===== src/dsf_pkg.sv =====
// dsf_pkg: constants, states and carriers of the start/stop and fault supervisor
// assumes a 100 MHz system clock; all pins are synchronised inside the block
package dsf_pkg;

    // ****************************************
    // clock and timing
    // ****************************************
    localparam longint CLK_HZ      = 100_000_000;
    localparam longint SETTLE_MS   = 1000;
    localparam longint RETARD_MS   = 100;
    localparam longint INVERSE_TIME_TRIP_MIN_S  = 15;
    localparam longint INVERSE_TIME_TRIP_MAX_S  = 60;
    localparam longint SETTLE_CYC  = SETTLE_MS * CLK_HZ / 1000;
    localparam longint RETARD_CYC  = RETARD_MS * CLK_HZ / 1000;
    localparam longint INVERSE_TIME_TRIP_MAX_CYC = INVERSE_TIME_TRIP_MAX_S * CLK_HZ;
    // full-scale ramp is 65536 steps; ticks per second of ramp time
    localparam longint RAMP_TICK_PER_S = CLK_HZ / 65536;
    localparam logic [7:0] RAMP_MIN_S = 8'h05;
    localparam logic [7:0] RAMP_MAX_S = 8'h32;

    // ****************************************
    // levels
    // ****************************************
    localparam logic [8:0]  INVERSE_TIME_TRIP_TRIP_PCT = 9'h0AF;
    localparam logic [8:0]  INVERSE_TIME_TRIP_SEG1_PCT = 9'h07D;
    localparam logic [8:0]  INVERSE_TIME_TRIP_SEG2_PCT = 9'h096;
    localparam logic [15:0] MIN_REF       = 16'h0A00;
    localparam logic [15:0] NCO_GAIN      = 16'h0010;
    localparam logic [15:0] LOCK_WIN      = 16'h0064;
    localparam logic [3:0]  LOCK_N        = 4'h8;

    // ****************************************
    // register map
    // ****************************************
    localparam logic [3:0]  OFF_RAMP   = 4'h0;
    localparam logic [3:0]  OFF_STATUS = 4'h4;
    localparam logic [3:0]  OFF_REF    = 4'h8;
    localparam logic [15:0] RAMP_RST   = 16'h0A0A;
    localparam int          RAMP_ACC_LSB = 0;
    localparam int          RAMP_DEC_LSB = 8;

    typedef enum logic [3:0] {
        ST_IDLE = 4'b0001,
        ST_RUN  = 4'b0010,
        ST_STOP = 4'b0100,
        ST_TRIP = 4'b1000
    } dsf_state_t;

    typedef struct packed {
        logic start;
        logic stop;
        logic hold_minimum_speed;
        logic external_fault_clear;
        logic sync_request;
        logic ext_freq;
        logic phase_fault;
        logic link_overvoltage;
        logic current_limit;
        logic linear_override;
        logic slowdown_override;
        logic low_voltage;
    } dsf_pins_t;

    typedef struct packed {
        logic running_readout;
        logic at_minimum_readout;
        logic fault_trip_readout;
        logic locked_readout;
        logic low_gain_request_n;
        logic freq_lamp;
        logic lock_lamp;
        logic inverse_time_trip_lamp;
        logic phase_loss_lamp;
        logic link_overvoltage_lamp;
        logic pulse6;
        logic freq_raise;
        logic freq_lower;
        logic firing_retard;
        logic firing_lockout;
        logic firing_enable;
    } dsf_out_t;

endpackage


===== src/dsf_supervisor.sv =====
// dsf_supervisor: start/stop sequencing, ramp, pulse train, sync and fault shutdown
// assumes pins arrive asynchronously and a plain register port on clock_i
//
// Function
// - start begins at minimum frequency and voltage, then ramps to reference
// - stop ramps down at decel rate until low voltage, then stops
// - hold input drops to minimum frequency; release re-accelerates at set rate
// - at-minimum readout when minimum voltage and minimum frequency both seen
// - running readout shows inverter operating or stopped
// - indicator lamp blinks at a rate following inverter frequency
// - any fault shutdown asserts fault trip readout
// - completed normal stop clears fault latches and lamps
// - external fault clear input also clears fault latches
// - current above trip threshold trips at once with inverse-time lamp
// - under current limit, trip after 15 s to 1 min, shorter when higher (code: 20 s to 60 s; trip level trips at once)
// - sync request makes inverter frequency follow external frequency
// - frequency compare issues raise/lower corrections to oscillator
// - phase and frequency lock lights lock lamp and locked readout
// - active-low low gain on limit, overrides, unsynchronised or not started
// - separate accel and decel times, 5 to 50 s full scale
// - pulse train at six times fundamental frequency
// - phase loss or wrong sequence lights lamp, inhibits drive
// - link overvoltage lights lamp and shuts down at once
// - fault first retards converter firing fully at once
// - about 0.1 s later all converter firing locked out
// - firing withheld after energisation until control settles
// - firing supply on about 1 s after power applied
//
// The implementer's own choices: strobed register access and the register addresses.
`timescale 1ns/1ps
`default_nettype none

module dsf_supervisor
    import dsf_pkg::*;
#(
    parameter logic [31:0] SETTLE_CYCLES = 32'(dsf_pkg::SETTLE_CYC),
    parameter logic [31:0] RETARD_CYCLES = 32'(dsf_pkg::RETARD_CYC),
    parameter logic [39:0] INVERSE_TIME_TRIP_CYCLES   = 40'(dsf_pkg::INVERSE_TIME_TRIP_MAX_CYC),
    parameter logic [16:0] RAMP_TICK     = 17'(dsf_pkg::RAMP_TICK_PER_S)
) (
    input  wire logic              clock_i,
    input  wire logic              rst_i,
    input  wire logic              ce_i,
    input  wire dsf_pkg::dsf_pins_t pins_i,
    input  wire logic [15:0]       reference_i,
    input  wire logic [8:0]        current_pct_i,
    input  wire logic [3:0]        addr_i,
    input  wire logic [31:0]       wdata_i,
    input  wire logic              wr_i,
    input  wire logic              rd_i,
    output logic [31:0]            rdata_o,
    output logic [15:0]            ramped_reference_o,
    output dsf_pkg::dsf_out_t      out_o
);
    import dsf_pkg::*;

    // ****************************************
    // pin synchronisers
    // ****************************************
    dsf_pins_t   pin_m, pin_s;
    logic [15:0] ref_m, ref_s;
    logic [8:0]  pct_m, pct_s;

    always_ff @(posedge clock_i) begin
        if (rst_i) begin
            pin_m <= '0;
            pin_s <= '0;
            ref_m <= '0;
            ref_s <= '0;
            pct_m <= '0;
            pct_s <= '0;
        end else if (ce_i) begin
            pin_m <= pins_i;
            pin_s <= pin_m;
            ref_m <= reference_i;
            ref_s <= ref_m;
            pct_m <= current_pct_i;
            pct_s <= pct_m;
        end
    end

    // ****************************************
    // register port
    // ****************************************
    logic [15:0] ramp_cfg_q;
    logic [31:0] rdata_q;
    dsf_state_t  st_q, st_d;
    logic        inverse_time_trip_q, ploss_q, lov_q, locked_q;
    logic [15:0] ramped_q;

    always_ff @(posedge clock_i) begin
        if (rst_i) begin
            ramp_cfg_q <= RAMP_RST;
        end else if (ce_i && wr_i && addr_i == OFF_RAMP) begin
            ramp_cfg_q <= wdata_i[15:0];
        end
    end

    always_ff @(posedge clock_i) begin
        if (rst_i) begin
            rdata_q <= '0;
        end else if (ce_i) begin
            rdata_q <= '0;
            if (rd_i) begin
                case (addr_i)
                    OFF_RAMP:   rdata_q <= {16'h0000, ramp_cfg_q};
                    OFF_STATUS: rdata_q <= {24'h00_0000, locked_q, lov_q, ploss_q, inverse_time_trip_q, st_q};
                    OFF_REF:    rdata_q <= {16'h0000, ramped_q};
                    default:    rdata_q <= '0;
                endcase
            end
        end
    end

    // ramp times clamped into the settable span
    function automatic logic [7:0] clamp_s(input logic [7:0] s);
        clamp_s = (s < RAMP_MIN_S) ? RAMP_MIN_S : ((s > RAMP_MAX_S) ? RAMP_MAX_S : s);
    endfunction

    // ****************************************
    // fault latches
    // ****************************************
    logic        fault_any, stop_done, fault_clr, inverse_time_trip_set, oc_fast;
    logic [39:0] inverse_time_trip_acc_q;
    logic [4:0]  inverse_time_trip_inc;
    logic        settled_q;

    assign fault_any = inverse_time_trip_q | ploss_q | lov_q;
    assign stop_done = (st_q == ST_STOP) && pin_s.low_voltage;
    assign fault_clr = stop_done | pin_s.external_fault_clear | ((st_q == ST_TRIP) && pin_s.stop);
    assign oc_fast   = pct_s >= INVERSE_TIME_TRIP_TRIP_PCT;
    assign inverse_time_trip_inc  = (pct_s >= INVERSE_TIME_TRIP_SEG2_PCT) ? 5'h0C : ((pct_s >= INVERSE_TIME_TRIP_SEG1_PCT) ? 5'h08 : 5'h04);
    assign inverse_time_trip_set  = (st_q == ST_RUN || st_q == ST_STOP) &&
                       (oc_fast || inverse_time_trip_acc_q >= {INVERSE_TIME_TRIP_CYCLES[37:0], 2'b00});

    // inverse time: weight 4..12 per cycle gives 60 s down to 20 s; weight 16 only at trip level, which trips at once
    always_ff @(posedge clock_i) begin
        if (rst_i) begin
            inverse_time_trip_acc_q <= '0;
        end else if (ce_i) begin
            if (pin_s.current_limit && st_q != ST_IDLE && st_q != ST_TRIP) begin
                inverse_time_trip_acc_q <= inverse_time_trip_acc_q + 40'(oc_fast ? 5'h10 : inverse_time_trip_inc);
            end else begin
                inverse_time_trip_acc_q <= '0;
            end
        end
    end

    // set wins over clear
    always_ff @(posedge clock_i) begin
        if (rst_i) begin
            inverse_time_trip_q  <= 1'b0;
            ploss_q <= 1'b0;
            lov_q   <= 1'b0;
        end else if (ce_i) begin
            inverse_time_trip_q  <= inverse_time_trip_set | (inverse_time_trip_q & ~fault_clr);
            ploss_q <= pin_s.phase_fault | (ploss_q & ~fault_clr);
            lov_q   <= pin_s.link_overvoltage | (lov_q & ~fault_clr);
        end
    end

    // ****************************************
    // start/stop sequencer
    // ****************************************
    always_comb begin
        st_d = st_q;
        case (st_q)
            ST_IDLE: begin
                if (pin_s.start && !pin_s.stop && !fault_any && settled_q) begin
                    st_d = ST_RUN;
                end
            end
            ST_RUN: begin
                if (fault_any) begin
                    st_d = ST_TRIP;
                end else if (pin_s.stop) begin
                    st_d = ST_STOP;
                end
            end
            ST_STOP: begin
                if (fault_any) begin
                    st_d = ST_TRIP;
                end else if (pin_s.low_voltage) begin
                    st_d = ST_IDLE;
                end
            end
            ST_TRIP: begin
                if (!fault_any) begin
                    st_d = ST_IDLE;
                end
            end
            default: st_d = ST_IDLE;
        endcase
    end

    always_ff @(posedge clock_i) begin
        if (rst_i) begin
            st_q <= ST_IDLE;
        end else if (ce_i) begin
            st_q <= st_d;
        end
    end

    // ****************************************
    // timed ramp
    // ****************************************
    logic [15:0] target;
    logic [19:0] rate_cnt_q, rate_lim;
    logic        up;

    always_comb begin
        target = 16'h0000;
        if (st_q == ST_RUN) begin
            if (pin_s.hold_minimum_speed || ref_s < MIN_REF) begin
                target = MIN_REF;
            end else begin
                target = ref_s;
            end
        end
    end

    assign up       = ramped_q < target;
    assign rate_lim = 20'(up ? clamp_s(ramp_cfg_q[RAMP_ACC_LSB +: 8]) * RAMP_TICK
                             : clamp_s(ramp_cfg_q[RAMP_DEC_LSB +: 8]) * RAMP_TICK);

    always_ff @(posedge clock_i) begin
        if (rst_i) begin
            rate_cnt_q <= '0;
            ramped_q   <= '0;
        end else if (ce_i) begin
            if (st_q == ST_IDLE && st_d == ST_RUN) begin
                ramped_q   <= MIN_REF;
                rate_cnt_q <= '0;
            end else if (st_q == ST_RUN || st_q == ST_STOP) begin
                if (ramped_q == target || rate_cnt_q + 20'h0_0001 >= rate_lim) begin
                    rate_cnt_q <= '0;
                    if (ramped_q != target) begin
                        ramped_q <= up ? ramped_q + 16'h0001 : ramped_q - 16'h0001;
                    end
                end else begin
                    rate_cnt_q <= rate_cnt_q + 20'h0_0001;
                end
            end else begin
                ramped_q   <= '0;
                rate_cnt_q <= '0;
            end
        end
    end

    // ****************************************
    // frequency generator and discriminator
    // ****************************************
    logic [31:0] nco_q, nco_inc;
    logic [32:0] nco_sum;
    logic        p6_q, ext_d_q, raise_q, lower_q, fund_edge, ext_edge, blink_q;
    logic [2:0]  sixth_q;
    logic [15:0] err_q;
    logic [3:0]  lock_cnt_q;
    logic        sync_on;

    assign sync_on  = pin_s.sync_request && st_q == ST_RUN;
    assign nco_inc  = ramped_q * NCO_GAIN
                    + ((sync_on && raise_q) ? 32'({ramped_q, 4'h0}) : 32'h0000_0000)
                    - ((sync_on && lower_q) ? 32'({4'h0, ramped_q[15:4]}) : 32'h0000_0000);
    assign nco_sum  = {1'b0, nco_q} + {1'b0, nco_inc};
    assign fund_edge = p6_q && sixth_q == 3'h5;
    assign ext_edge  = pin_s.ext_freq && !ext_d_q;

    always_ff @(posedge clock_i) begin
        if (rst_i) begin
            nco_q   <= '0;
            p6_q    <= 1'b0;
            sixth_q <= '0;
            blink_q <= 1'b0;
        end else if (ce_i) begin
            nco_q <= nco_sum[31:0];
            p6_q  <= nco_sum[32] && (st_q == ST_RUN || st_q == ST_STOP);
            if (p6_q) begin
                sixth_q <= (sixth_q == 3'h5) ? 3'h0 : sixth_q + 3'h1;
                if (sixth_q == 3'h5) begin
                    blink_q <= ~blink_q;
                end
            end
        end
    end

    // raise when the outside edge leads, lower when ours leads
    always_ff @(posedge clock_i) begin
        if (rst_i) begin
            ext_d_q <= 1'b0;
            raise_q <= 1'b0;
            lower_q <= 1'b0;
        end else if (ce_i) begin
            ext_d_q <= pin_s.ext_freq;
            if (!sync_on || ((raise_q || ext_edge) && (lower_q || fund_edge))) begin
                raise_q <= 1'b0;
                lower_q <= 1'b0;
            end else begin
                raise_q <= raise_q | ext_edge;
                lower_q <= lower_q | fund_edge;
            end
        end
    end

    always_ff @(posedge clock_i) begin
        if (rst_i) begin
            err_q      <= '0;
            lock_cnt_q <= '0;
            locked_q   <= 1'b0;
        end else if (ce_i) begin
            if (!sync_on) begin
                err_q      <= '0;
                lock_cnt_q <= '0;
            end else if (ext_edge) begin
                err_q <= '0;
                if (err_q > LOCK_WIN) begin
                    lock_cnt_q <= '0;
                end else if (lock_cnt_q != LOCK_N) begin
                    lock_cnt_q <= lock_cnt_q + 4'h1;
                end
            end else if ((raise_q ^ lower_q) && err_q != 16'hFFFF) begin
                err_q <= err_q + 16'h0001;
            end
            locked_q <= sync_on && lock_cnt_q == LOCK_N;
        end
    end

    // ****************************************
    // converter firing control
    // ****************************************
    logic [31:0] settle_cnt_q, ret_cnt_q;
    logic        retard_q, lockout_q;

    always_ff @(posedge clock_i) begin
        if (rst_i) begin
            settle_cnt_q <= '0;
            settled_q    <= 1'b0;
        end else if (ce_i && !settled_q) begin
            settle_cnt_q <= settle_cnt_q + 32'h0000_0001;
            settled_q    <= settle_cnt_q + 32'h0000_0001 >= SETTLE_CYCLES;
        end
    end

    always_ff @(posedge clock_i) begin
        if (rst_i) begin
            retard_q  <= 1'b0;
            lockout_q <= 1'b0;
            ret_cnt_q <= '0;
        end else if (ce_i) begin
            retard_q <= fault_any;
            if (!fault_any) begin
                ret_cnt_q <= '0;
                lockout_q <= 1'b0;
            end else if (retard_q && !lockout_q) begin
                ret_cnt_q <= ret_cnt_q + 32'h0000_0001;
                lockout_q <= ret_cnt_q + 32'h0000_0001 >= RETARD_CYCLES;
            end
        end
    end

    // ****************************************
    // readouts and lamps
    // ****************************************
    logic atmin;
    assign atmin = pin_s.low_voltage && ramped_q <= MIN_REF && st_q != ST_IDLE;

    always_ff @(posedge clock_i) begin
        if (rst_i) begin
            out_o              <= '0;
            out_o.firing_lockout <= 1'b1;
            ramped_reference_o <= '0;
        end else if (ce_i) begin
            out_o.running_readout    <= st_q == ST_RUN || st_q == ST_STOP;
            out_o.at_minimum_readout <= atmin;
            out_o.fault_trip_readout <= fault_any;
            out_o.locked_readout     <= locked_q;
            out_o.lock_lamp          <= locked_q;
            out_o.low_gain_request_n <= !(pin_s.current_limit || pin_s.linear_override ||
                                          pin_s.slowdown_override || !locked_q ||
                                          st_q != ST_RUN);
            out_o.freq_lamp              <= blink_q;
            out_o.inverse_time_trip_lamp <= inverse_time_trip_q;
            out_o.phase_loss_lamp        <= ploss_q;
            out_o.link_overvoltage_lamp  <= lov_q;
            out_o.pulse6                 <= p6_q;
            out_o.freq_raise             <= raise_q;
            out_o.freq_lower             <= lower_q;
            out_o.firing_retard          <= retard_q;
            out_o.firing_lockout         <= lockout_q || !settled_q;
            out_o.firing_enable          <= settled_q && !lockout_q && !ploss_q;
            ramped_reference_o           <= ramped_q;
        end
    end

    assign rdata_o = rdata_q;
endmodule

`default_nettype wire


===== config.mk =====
export PLATFORM = sky130hd
export DESIGN_NAME = dsf_supervisor
export DESIGN_NICKNAME = d
export VERILOG_FILES = /design/src/dsf_pkg.sv /design/src/dsf_supervisor.sv
export SDC_FILE = /design/constraint.sdc
export NUM_CORES = 1
export LEC_CHECK = 0
export BUFFER_PORTS_ARGS = -buffer_cell sky130_fd_sc_hd__buf_2
export CORE_MARGIN = 5
export CORE_UTILIZATION = 45
export DETAILED_ROUTE_END_ITERATION = 8
export PLACE_DENSITY = 0.68
export REMOVE_ABC_BUFFERS = 1
export SYNTH_ARGS = -nofsm -noshare
export SYNTH_HDL_FRONTEND = slang
export SYNTH_SLANG_ARGS = --single-unit

===== constraint.sdc =====
create_clock -name clock_i -period 11.6 [get_ports clock_i]
set_input_delay 1.16 -clock clock_i [delete_from_list [all_inputs] [get_ports clock_i]]
set_output_delay 1.16 -clock clock_i [all_outputs]
set_load 0.005 [all_outputs]

==> results of run 1 <==
-- worst max-delay path by stage --
stage	startpoint	to
3_3_place_gp	ramp_cfg_q[6]	rate_cnt_q[16]
2_1_floorplan	st_q[3]	ramped_q[10]
3_5_place_dp	ramp_cfg_q[6]	rate_cnt_q[16]
4_1_cts	ramp_cfg_q[6]	rate_cnt_q[16]
6_report	ramp_cfg_q[6]	rate_cnt_q[16]
5_1_grt	ramp_cfg_q[6]	rate_cnt_q[16]
-- tightest hold or removal path, cell delays in order, from the launching register on --
cell	delay (ns)
dfxtp_1	0.31
nand2_1	0.05
nand2_1	0.04
-- cell usage in the layout (no fill, tap or decap), types with 20 or more instances in the layout --
cell	n
dfxtp_1	345
a21o_1	49
and3_1	37
ha_1	204
fa_1	55
xor2_1	95
o21ai_0	126
nand2_1	235
nor3_1	69
and2_1	25
a31oi_1	28
mux2i_1	133
clkbuf_16	41
buf_4	23
a211oi_1	20
xnor2_1	102
or3_1	24
nand4_1	45
a21oi_1	206
nand3_1	111
inv_1	161
conb_1	46
buf_2	107
nor2_1	342
-- per-stage QoR --
step	setup slack, ns	utilization	std cells	hold WS [ns]
finish	3.41	0.504	3617	0.439
global route	3.02	0.504	3617	0.479
CTS	3.57	0.504	3617	0.443
detailed placement	3.61	0.477	3548	0.435
global placement	3.82	0.477	3548	0.432
floorplan	4.14	-	2735	0.432
-- registers in the layout (all words and copies together) (netlist names), 3 cells and up --
name and flops:
inverse_time_trip_acc_q 38, nco_q 32, ret_cnt_q 32, settle_cnt_q 32, rate_cnt_q 20, err_q 16, ramp_cfg_q 16, ramped_q 16
ramped_reference_o 16, rdata_o 16, ref_m 16, ref_s 16, out_o 15, pin_m 12, pin_s 12, pct_m 9
pct_s 9, lock_cnt_q 4, st_q 4, sixth_q 3
-- cell type report --
class / instances / share of cell area
sequential: 345 / 0.267
multi-input combinational: 2227 / 0.594
tap: 680 / 0.0329
clock inverter: 16 / 0.00842
timing repair buffer: 133 / 0.0292
clock buffer: 53 / 0.0445
inverter: 163 / 0.0237
-- layer usage --
metal / GRT usage / routed length, um / up-vias
li1: - / - / 10000
met1: 0.267 / 26300 / 9704
met2: 0.345 / 28100 / 494
met3: 0.0282 / 3030 / 102
met4: 0.0551 / 1490 / 0
met5: 0 / 0 / -
-- power by group through the flow --
stage                     sequential (mW)  combinational, mW  clock (mW)
final                                1.23              0.768        1.30
after detailed placement             1.26              0.762           0
after floorplan                      1.25              0.578           0
after CTS                            1.23              0.768        1.33
after global placement               1.26              0.740           0
after global routing                 1.24              0.875        1.38
-- logic make-up (layout without fill, tap and decap cells) --
kind of cell,after synthesis,after routing,synth area share
buffers and inverters,305,365,0.0531
DFF,345,345,0.296
xor gates and xnor gates,197,197,0.0740
and+or+nand+nor,1005,1005,0.204
other,2,46,0.000322
muxes,135,135,0.0581
AOI/OAI and AO/OA,585,585,0.158
adders and majority gates,259,259,0.157
==> impl_metrics.toml, run 1 <==
[clocking]
cts-root-buf = "clkbuf_16"
insertion_delay_ns = 0.54
cts_tree = "yes"
cts_resized = 0
cts_buffer_depth = 3
clkSlewWorstSetupHoldPaths_ns = 0.06
hold_buffers = 0
cts-htree-levels = 2
cts_sinks = 345
cts_setup_buffers = 0
numCtsBuffers = 38

[route]
dr.pass1.iters = 5
drt_iter0_drc = 1441
routed_via_density = 5.63
post_drt_wl_per_cell_um = 16.3
ant_nets = 0
route.detailed.drc = 0
routed_wl_mm = 58.9
vias = 20300

[setup_path]
reg2reg_to = "rate_cnt_q[16]"
cp.arrival_ns = 8.63
rr_worst_depth = 26
crit_type = "reg2reg"
worst-path-stages = 26
cpPeakStageDelay_ns = 0.99
crit_top_cell = "inv_1"
cp_data_required_time_ns = 12.04
critPathLaunchType = "register"
critPathCaptureType = "register"
timing.rr.start = "ramp_cfg_q[6]"
cp_top_family = "compound AO/OA/AOI/OAI gates"
worst-r2r-setup-slack_ns = 3.41
cp_max_fo = 20
cp_slowest_cell = "nor3_2"
path_buf_inv = 4

[synth]
synth_cells = 2833
ys.flop_type = "dfxtp_1"
synth_top_area_share = 0.296
synthTopCellsByArea = "dfxtp_1 30%, ha_1 11%, mux2i_1 5.7%"
avgSynthCellArea_um2 = 8.23
yosys_warnings = 0
netlist_area_um2 = 23300
synth_edf_count = 0
async_flop_share = 0
netlist_top_cells_count = "345 x dfxtp_1, 343 x nor2_1, 235 x nand2_1, 206 x a21oi_1, 204 x ha_1"
yosysTopAreaCell = "dfxtp_1"
yosysMostFrequentCell = "dfxtp_1"
yosysSeqAreaShare = 0.296
ys_ff_latch = 345
synth.distinct_cells = 86

[power]
p_clk_frac = 0.394
p_int_mw = 2.35
leakage_nw = 11.3
switching_share = 0.289
seq_power_share = 0.373
peakVddDrop_uv = 111
power_frac_comb = 0.232
powerDensity_nw_per_um2 = 128
finalPower_mw = 3.31
netSwitchingPower_uw = 956

[sta]
rsz0062_at_grt = "no"
period_share = 0.706
clock_skew_ns = 0.0154
finalSetupViolCount = 0
maxSlewHeadroom = 0.168
slew_violations = 0
worst_slew_pin_slew_ns = 1.24
final.setup.tns_ns = 0
clock.fmax_mhz = 122
fin_crit_ns = 8.19
finalHoldViolations = 0

[global_routing]
grt-ovfl-total = 0
grt_pass1_wl_mm = 97.1
antenna_found_initial = 0
grt_max_degree = 110
grt_pass1_vias = 19700
track_usage = 0.201

[hold_path]
hold_end = "out_o[14]"
hold_path.class = "reg2reg"
hp-start = "out_o[14]"
holdPathStages = 2

[run]
drv_cap = 0

[die]
die_h_um = 238
die_area_um2 = 56400
core_um2 = 51300
start_util = 0.454
rows = 83
io_pins = 142
die_width_um = 238

[layout]
fillers = 4884
nets = 3245
design_area_um2 = 25900
multi_input_area_um2 = 15400
final-seq-area_um2 = 6910
area_growth_pct = 11.0
layout-drive-gt1-share = 0.0810
num_antenna_cells = 0

[placed_design]
placed_area_um2 = 24500
dp_hpwl_mm = 42.9
io_buffers = 109
gp_congestion = 0.923

[run_status]
outcome = "complete, no violations"
(Power assumes the default switching activity.)
==> inputs of run 2 (changes only) <==
--- a/config.mk
+++ b/config.mk
@@ -9,7 +9,7 @@
 export CORE_MARGIN = 5
 export CORE_UTILIZATION = 45
 export DETAILED_ROUTE_END_ITERATION = 8
-export PLACE_DENSITY = 0.68
+export PLACE_DENSITY = 0.7
 export REMOVE_ABC_BUFFERS = 1
 export SYNTH_ARGS = -nofsm -noshare
 export SYNTH_HDL_FRONTEND = slang
==> constraint.sdc (replaced) <==
create_clock -name clock_i -period 6.95 [get_ports clock_i]
set_input_delay 0.695 -clock clock_i [delete_from_list [all_inputs] [get_ports clock_i]]
set_output_delay 0.695 -clock clock_i [all_outputs]
set_load 0.005 [all_outputs]
==> run 2 against run 1 <==
  * Total power is 68% higher
  * Hold slack worse by 0.053 ns
  * Utilization is 0.57 points higher
  * Combinational power is 71% higher
  * Die area stayed put
  * Fmax is 25% higher
  * First-iteration DRC count stayed put
  * Clock power is 68% higher
  * Sequential share of layout area is 0.29 points lower
  * Non-clock buffer count is 30 higher
  * Global-route usage is 0.13 points lower
  * Routed wire length is 0.33% higher
  * Critical path type unchanged
  * Critical endpoint is now ramped_q[15]
  * Largest power group unchanged
  * Highest routed layer unchanged
==> impl_metrics.toml, run 2 (synthesis gave the netlist of run 1 again) <==
[run_status]
outcome = "complete, no violations"

[layout]
fillers = 4741
multi_input_area_um2 = 15400
layout-drive-gt1-share = 0.0961
largest_reg_flops = 38
final_common_cell = "dfxtp_1"
layout_common_cells = "343 x dfxtp_1, 341 x nor2_1, 234 x nand2_1"
design_area_um2 = 26200
regMostFlops = "inverse_time_trip_acc_q"
num_antenna_cells = 0
final_util = 0.510
area_growth_pct = 12.2
nets = 3276
final-seq-area_um2 = 6910

[clocking]
cts-htree-levels = 2
clkSlewWorstSetupHoldPaths_ns = 0.06
numCtsBuffers = 39
cts_tree = "yes"
cts_sinks = 345
cts_buffer_depth = 3
cts-root-buf = "clkbuf_16"
insertion_delay_ns = 0.54
hold_buffers = 0
cts_setup_buffers = 0
cts_resized = 0

[route]
post_drt_wl_per_cell_um = 16.2
route.detailed.drc = 0
vias = 20400
ant_nets = 0
drt_iter0_drc = 1441
routed_via_density = 5.59
dr.pass1.iters = 7
routed_wl_mm = 59.1

[setup_path]
cp_data_required_time_ns = 7.37
critPathCaptureType = "register"
crit_type = "reg2reg"
critPathLaunchType = "register"
cp.arrival_ns = 6.99
cp_max_fo = 5
worst-r2r-setup-slack_ns = 0.39

[power]
power_frac_comb = 0.236
seq_power_share = 0.371
leakage_nw = 11.5
switching_share = 0.293
p_int_mw = 3.92
netSwitchingPower_mw = 1.63
powerDensity_nw_per_um2 = 212
peakVddDrop_uv = 203
p_clk_frac = 0.393

[die]
start_util = 0.454
rows = 83
io_pins = 142
die_area_um2 = 56400
die_h_um = 238
core_um2 = 51300
die_width_um = 238

[global_routing]
antenna_found_initial = 1
grt_max_degree = 112
grt_pass1_vias = 19500
grt_pass1_wl_mm = 96.4
grt-ovfl-total = 0
track_usage = 0.200

[sta]
maxSlewHeadroom = 0.288
period_share = 0.945
worst_slew_pin_slew_ns = 1.06
finalHoldViolations = 0
clock.fmax_mhz = 152
slew_violations = 0
whs_ns = 0.386
clock_skew_ns = 0.0208
fin_crit_ns = 6.56
finalSetupViolCount = 0

[placed_design]
placed_area_um2 = 24700
gp_congestion = 0.935
dp_hpwl_mm = 43.4
io_buffers = 109

[hold_path]
hold_path.class = "in2reg"

[run]
drv_cap = 0
run 2: cell types whose count changed in the layout (fill, tap and decap cells not counted), sizes merged:
cell    delta
clkinv     +4
buf       +30
clkbuf     -4
run 2: stage by stage:
step | instances | setup WS (ns) | power [mW] | setup TNS (ns)
finish | 3647 | 0.385 | 5.54 | 0
CTS | 3647 | 0.0650 | 5.57 | 0
floorplan | 2735 | -0.510 | 3.06 | -6.56
global placement | 3578 | 0.338 | 3.35 | 0
global route | 3647 | -0.000464 | 5.85 | -0.000464
detailed placement | 3578 | 0.167 | 3.39 | 0
run 2: routing by layer:
layer  up-vias  track usage  part of all wire
met5         -            0                 0
met4         0       0.0547             0.023
met3        97       0.0244             0.049
met2       510        0.337              0.47
met1      9680        0.272              0.46
li1      10100            -                 -
run 2: final cells by class:
cell class,instances,share of cell area
inverter,163,0.0234
clock buffer,49,0.0427
tap,680,0.0325
timing repair buffer,163,0.0380
clock inverter,20,0.00938
sequential,345,0.264
multi-input combinational,2227,0.590
run 2: worst paths after layout:
| check | from | end | cells past startpoint |
|---|---|---|---|
| max | ramp_cfg_q[6] | ramped_q[15] | 25 |
| min | wdata_i[11] | ramp_cfg_q[11] | 3 |
| max reg2reg | ramp_cfg_q[6] | ramped_q[15] | 25 |
| min reg2reg | rdata_o[11] | rdata_o[11] | 2 |
run 2: power groups by stage:
stage / Sequential, mW / Combinational (mW) / Clock (mW)
6_report: 2.06 / 1.31 / 2.18
5_1_grt: 2.06 / 1.49 / 2.30
4_1_cts: 2.06 / 1.30 / 2.22
3_5_place_dp: 2.10 / 1.29 / 0
3_3_place_gp: 2.10 / 1.25 / 0
2_1_floorplan: 2.09 / 0.964 / 0
run 2: worst max-delay path: stages, from the launching register on:
cell and delay, ns:
dfxtp_1 0.35, nor3_1 0.30, nand3_1 0.17, nand2_1 0.19
inv_1 0.09, fa_1 0.54, inv_1 0.09, fa_1 0.49
fa_1 0.55, inv_1 0.05, fa_1 0.51, inv_1 0.05
ha_1 0.36, nand2_1 0.07, o21ai_0 0.28, a41oi_1 0.23
a211oi_2 0.30, xor2_1 0.20, o21ai_0 0.12, ha_1 0.29
nand3_1 0.09, nor2_1 0.09, a21bo_2 0.24, a21oi_2 0.26
o32ai_1 0.14, or3b_1 0.40
==> inputs of run 3 (changes only) <==
--- a/config.mk
+++ b/config.mk
@@ -6,7 +6,6 @@
 export NUM_CORES = 1
 export LEC_CHECK = 0
 export BUFFER_PORTS_ARGS = -buffer_cell sky130_fd_sc_hd__buf_2
-export CORE_MARGIN = 5
 export CORE_UTILIZATION = 45
 export DETAILED_ROUTE_END_ITERATION = 8
 export PLACE_DENSITY = 0.7
==> run 3 against run 2 <==
  * Die area decreased by 6.6%
  * Total power increased by 1.3%
  * Clock skew decreased by 0.0097 ns
  * Setup slack got worse by 0.042 ns
  * Clock power increased by 3%
  * First-iteration DRC count decreased by 6.3%
  * Largest cell class unchanged
  * Register-to-register slack got worse by 0.04 ns
  * Count of clock-buffer cells in the layout decreased by 2
  * Sequential cell count unchanged
==> impl_metrics.toml, run 3 (synthesis gave the netlist of run 1 again) <==
[run_status]
outcome = "complete, no violations"

[global_routing]
grt_util_met1 = 0.280
met3_usage = 0.0301
grt_pass1_wl_mm = 95.6
grt_pass1_vias = 19500
track_usage = 0.217
grt-busiest-layer = "met2"
grt_use_met2 = 0.375
grt_max_degree = 79
grt-ovfl-total = 0
antenna_found_initial = 0

[setup_path]
rr_worst_depth = 24
path_buf_inv = 3
worst-path-stages = 24
crit_chain = "or4b_4, nor3_1, fa_1, inv_1, ha_1, a21o_1, a21oi_1, o21ai_2, a2111o_1, a31o_1, a21oi_2, o21bai_1, a21oi_2, xnor2_1, ha_1, inv_1, nor3_1, buf_4, nand4_1, a211oi_2, o2111ai_1, a31oi_1, o221ai_1, a311o_1"
cpPeakStageDelay_ns = 0.62
cp_data_required_time_ns = 7.37
crit_type = "reg2reg"
cp_top_family = "compound AO/OA/AOI/OAI gates"
cp.arrival_ns = 7.03
cp_slowest_cell = "or4b_4"
critPathCaptureType = "register"
startpoint = "st_q[0]"
critPathLaunchType = "register"
reg2reg_to = "nco_q[31]"
endpoint = "nco_q[31]"
cp_max_fo = 10
worst-r2r-setup-slack_ns = 0.34
timing.rr.start = "st_q[0]"

[power]
p_int_mw = 3.98
netSwitchingPower_mw = 1.63
powerDensity_nw_per_um2 = 214
finalPower_mw = 5.61
power_frac_comb = 0.235
peakVddDrop_uv = 179
p_clk_frac = 0.399
switching_share = 0.291
seq_power_share = 0.366
leakage_nw = 11.5

[layout]
final_common_cell = "dfxtp_1"
num_antenna_cells = 0
layout-drive-gt1-share = 0.0968
design_area_um2 = 26200
fillers = 4721
area_growth_pct = 12.5
final_util = 0.512
largest_reg_flops = 38
layout_common_cells = "344 x dfxtp_1, 341 x nor2_1, 234 x nand2_1"
regMostFlops = "inverse_time_trip_acc_q"
final_cells = 3654
nets = 3281

[clocking]
cts_setup_buffers = 0
clkSlewWorstSetupHoldPaths_ns = 0.06
cts_tree = "yes"
cts_buffer_depth = 3
numCtsBuffers = 38
insertion_delay_ns = 0.54
cts_sinks = 345
cts-htree-levels = 2
cts-root-buf = "clkbuf_16"

[route]
dr.pass1.iters = 5
ant_nets = 0
drt_iter0_drc = 1350
route.detailed.drc = 0
routed_via_density = 5.63
vias = 20600
post_drt_wl_per_cell_um = 16.1
routed_wl_mm = 58.8

[sta]
period_share = 0.951
maxSlewHeadroom = 0.278
fin_crit_ns = 6.61
rsz0062_at_grt = "no"
slew_violations = 0
finalSetupViolCount = 0
fin_ws_ns = 0.344
finalHoldViolations = 0
clock.fmax_mhz = 151
clock_skew_ns = 0.0111
worst_slew_pin_slew_ns = 1.08

[placed_design]
dpl.cell_count = 3584
pre_cts_ws_ns = 0.233
gp_congestion = 0.922
placed_area_um2 = 24800
dp_hpwl_mm = 43.8
io_buffers = 109

[die]
core_um2 = 51200
die_area_um2 = 52700
die_h_um = 230
start_util = 0.455
io_pins = 142
die_width_um = 230
rows = 83

[hold_path]
hold_path.class = "in2reg"

[run]
drv_cap = 0
[run 3: cell types whose count changed in the layout (fill, tap and decap cells not counted), moves of 2 or more]
cell,delta
clkbuf_8,-2
buf_4,+7
clkinv_2,-2
bufinv_16,+2
clkinvlp_4,+4
[run 3: repair_timing]
item | in CTS | in global routing
hold buffers | 0 | 0
endpoints found under the setup margin | 0 | 38
gates resized for setup | 0 | 17
[run 3: metrics by stage]
step	hold slack [ns]	TNS [ns]
6_report	0.386	0
5_1_grt	0.384	0
4_1_cts	0.378	0
3_5_place_dp	0.443	0
3_3_place_gp	0.437	0
2_1_floorplan	0.432	-6.56
[run 3: layout make-up]
cell class / count / area (um2) / share of cell area
Inverter: 163 / 612 / 0.0233
Timing Repair Buffer: 169 / 1030 / 0.0391
Tap cell: 680 / 851 / 0.0325
Clock buffer: 47 / 1090 / 0.0415
Sequential cell: 345 / 6910 / 0.263
Multi-Input combinational cell: 2227 / 15400 / 0.588
Clock inverter: 23 / 317 / 0.0121
[run 3: how the worst min path moves through the flow]
stage / from / endpoint / slack, ns / cells after the start
3_5_place_dp: rdata_o[5] / rdata_o[5] / 0.44 / 2
4_1_cts: current_pct_i[5] / pct_m[5] / 0.38 / 3
5_1_grt: wdata_i[11] / ramp_cfg_q[11] / 0.38 / 3
6_report: wdata_i[11] / ramp_cfg_q[11] / 0.39 / 3
3_3_place_gp: rdata_o[11] / rdata_o[11] / 0.44 / 2
2_1_floorplan: nco_q[14] / nco_q[14] / 0.43 / 2
[run 3: routing by layer]
layer	part of all wire	routed length, um	vias to the layer above
li1	-	-	10100
met1	0.45	26500	9922
met2	0.47	27900	473
met3	0.051	2980	101
met4	0.024	1420	0
met5	0	0	-
[run 3: power by group through the flow]
stage               Combinational [mW]  Clock [mW]  Sequential, mW
floorplan                        0.964           0            2.09
finish                            1.32        2.24            2.06
global route                      1.49        2.36            2.06
global placement                  1.26           0            2.10
detailed placement                1.30           0            2.10
CTS                               1.31        2.28            2.06
[run 3: worst min-delay path, stage by stage]
cell and delay (ns):
buf_2 0.09, nand2_1 0.04, nand3_1 0.06
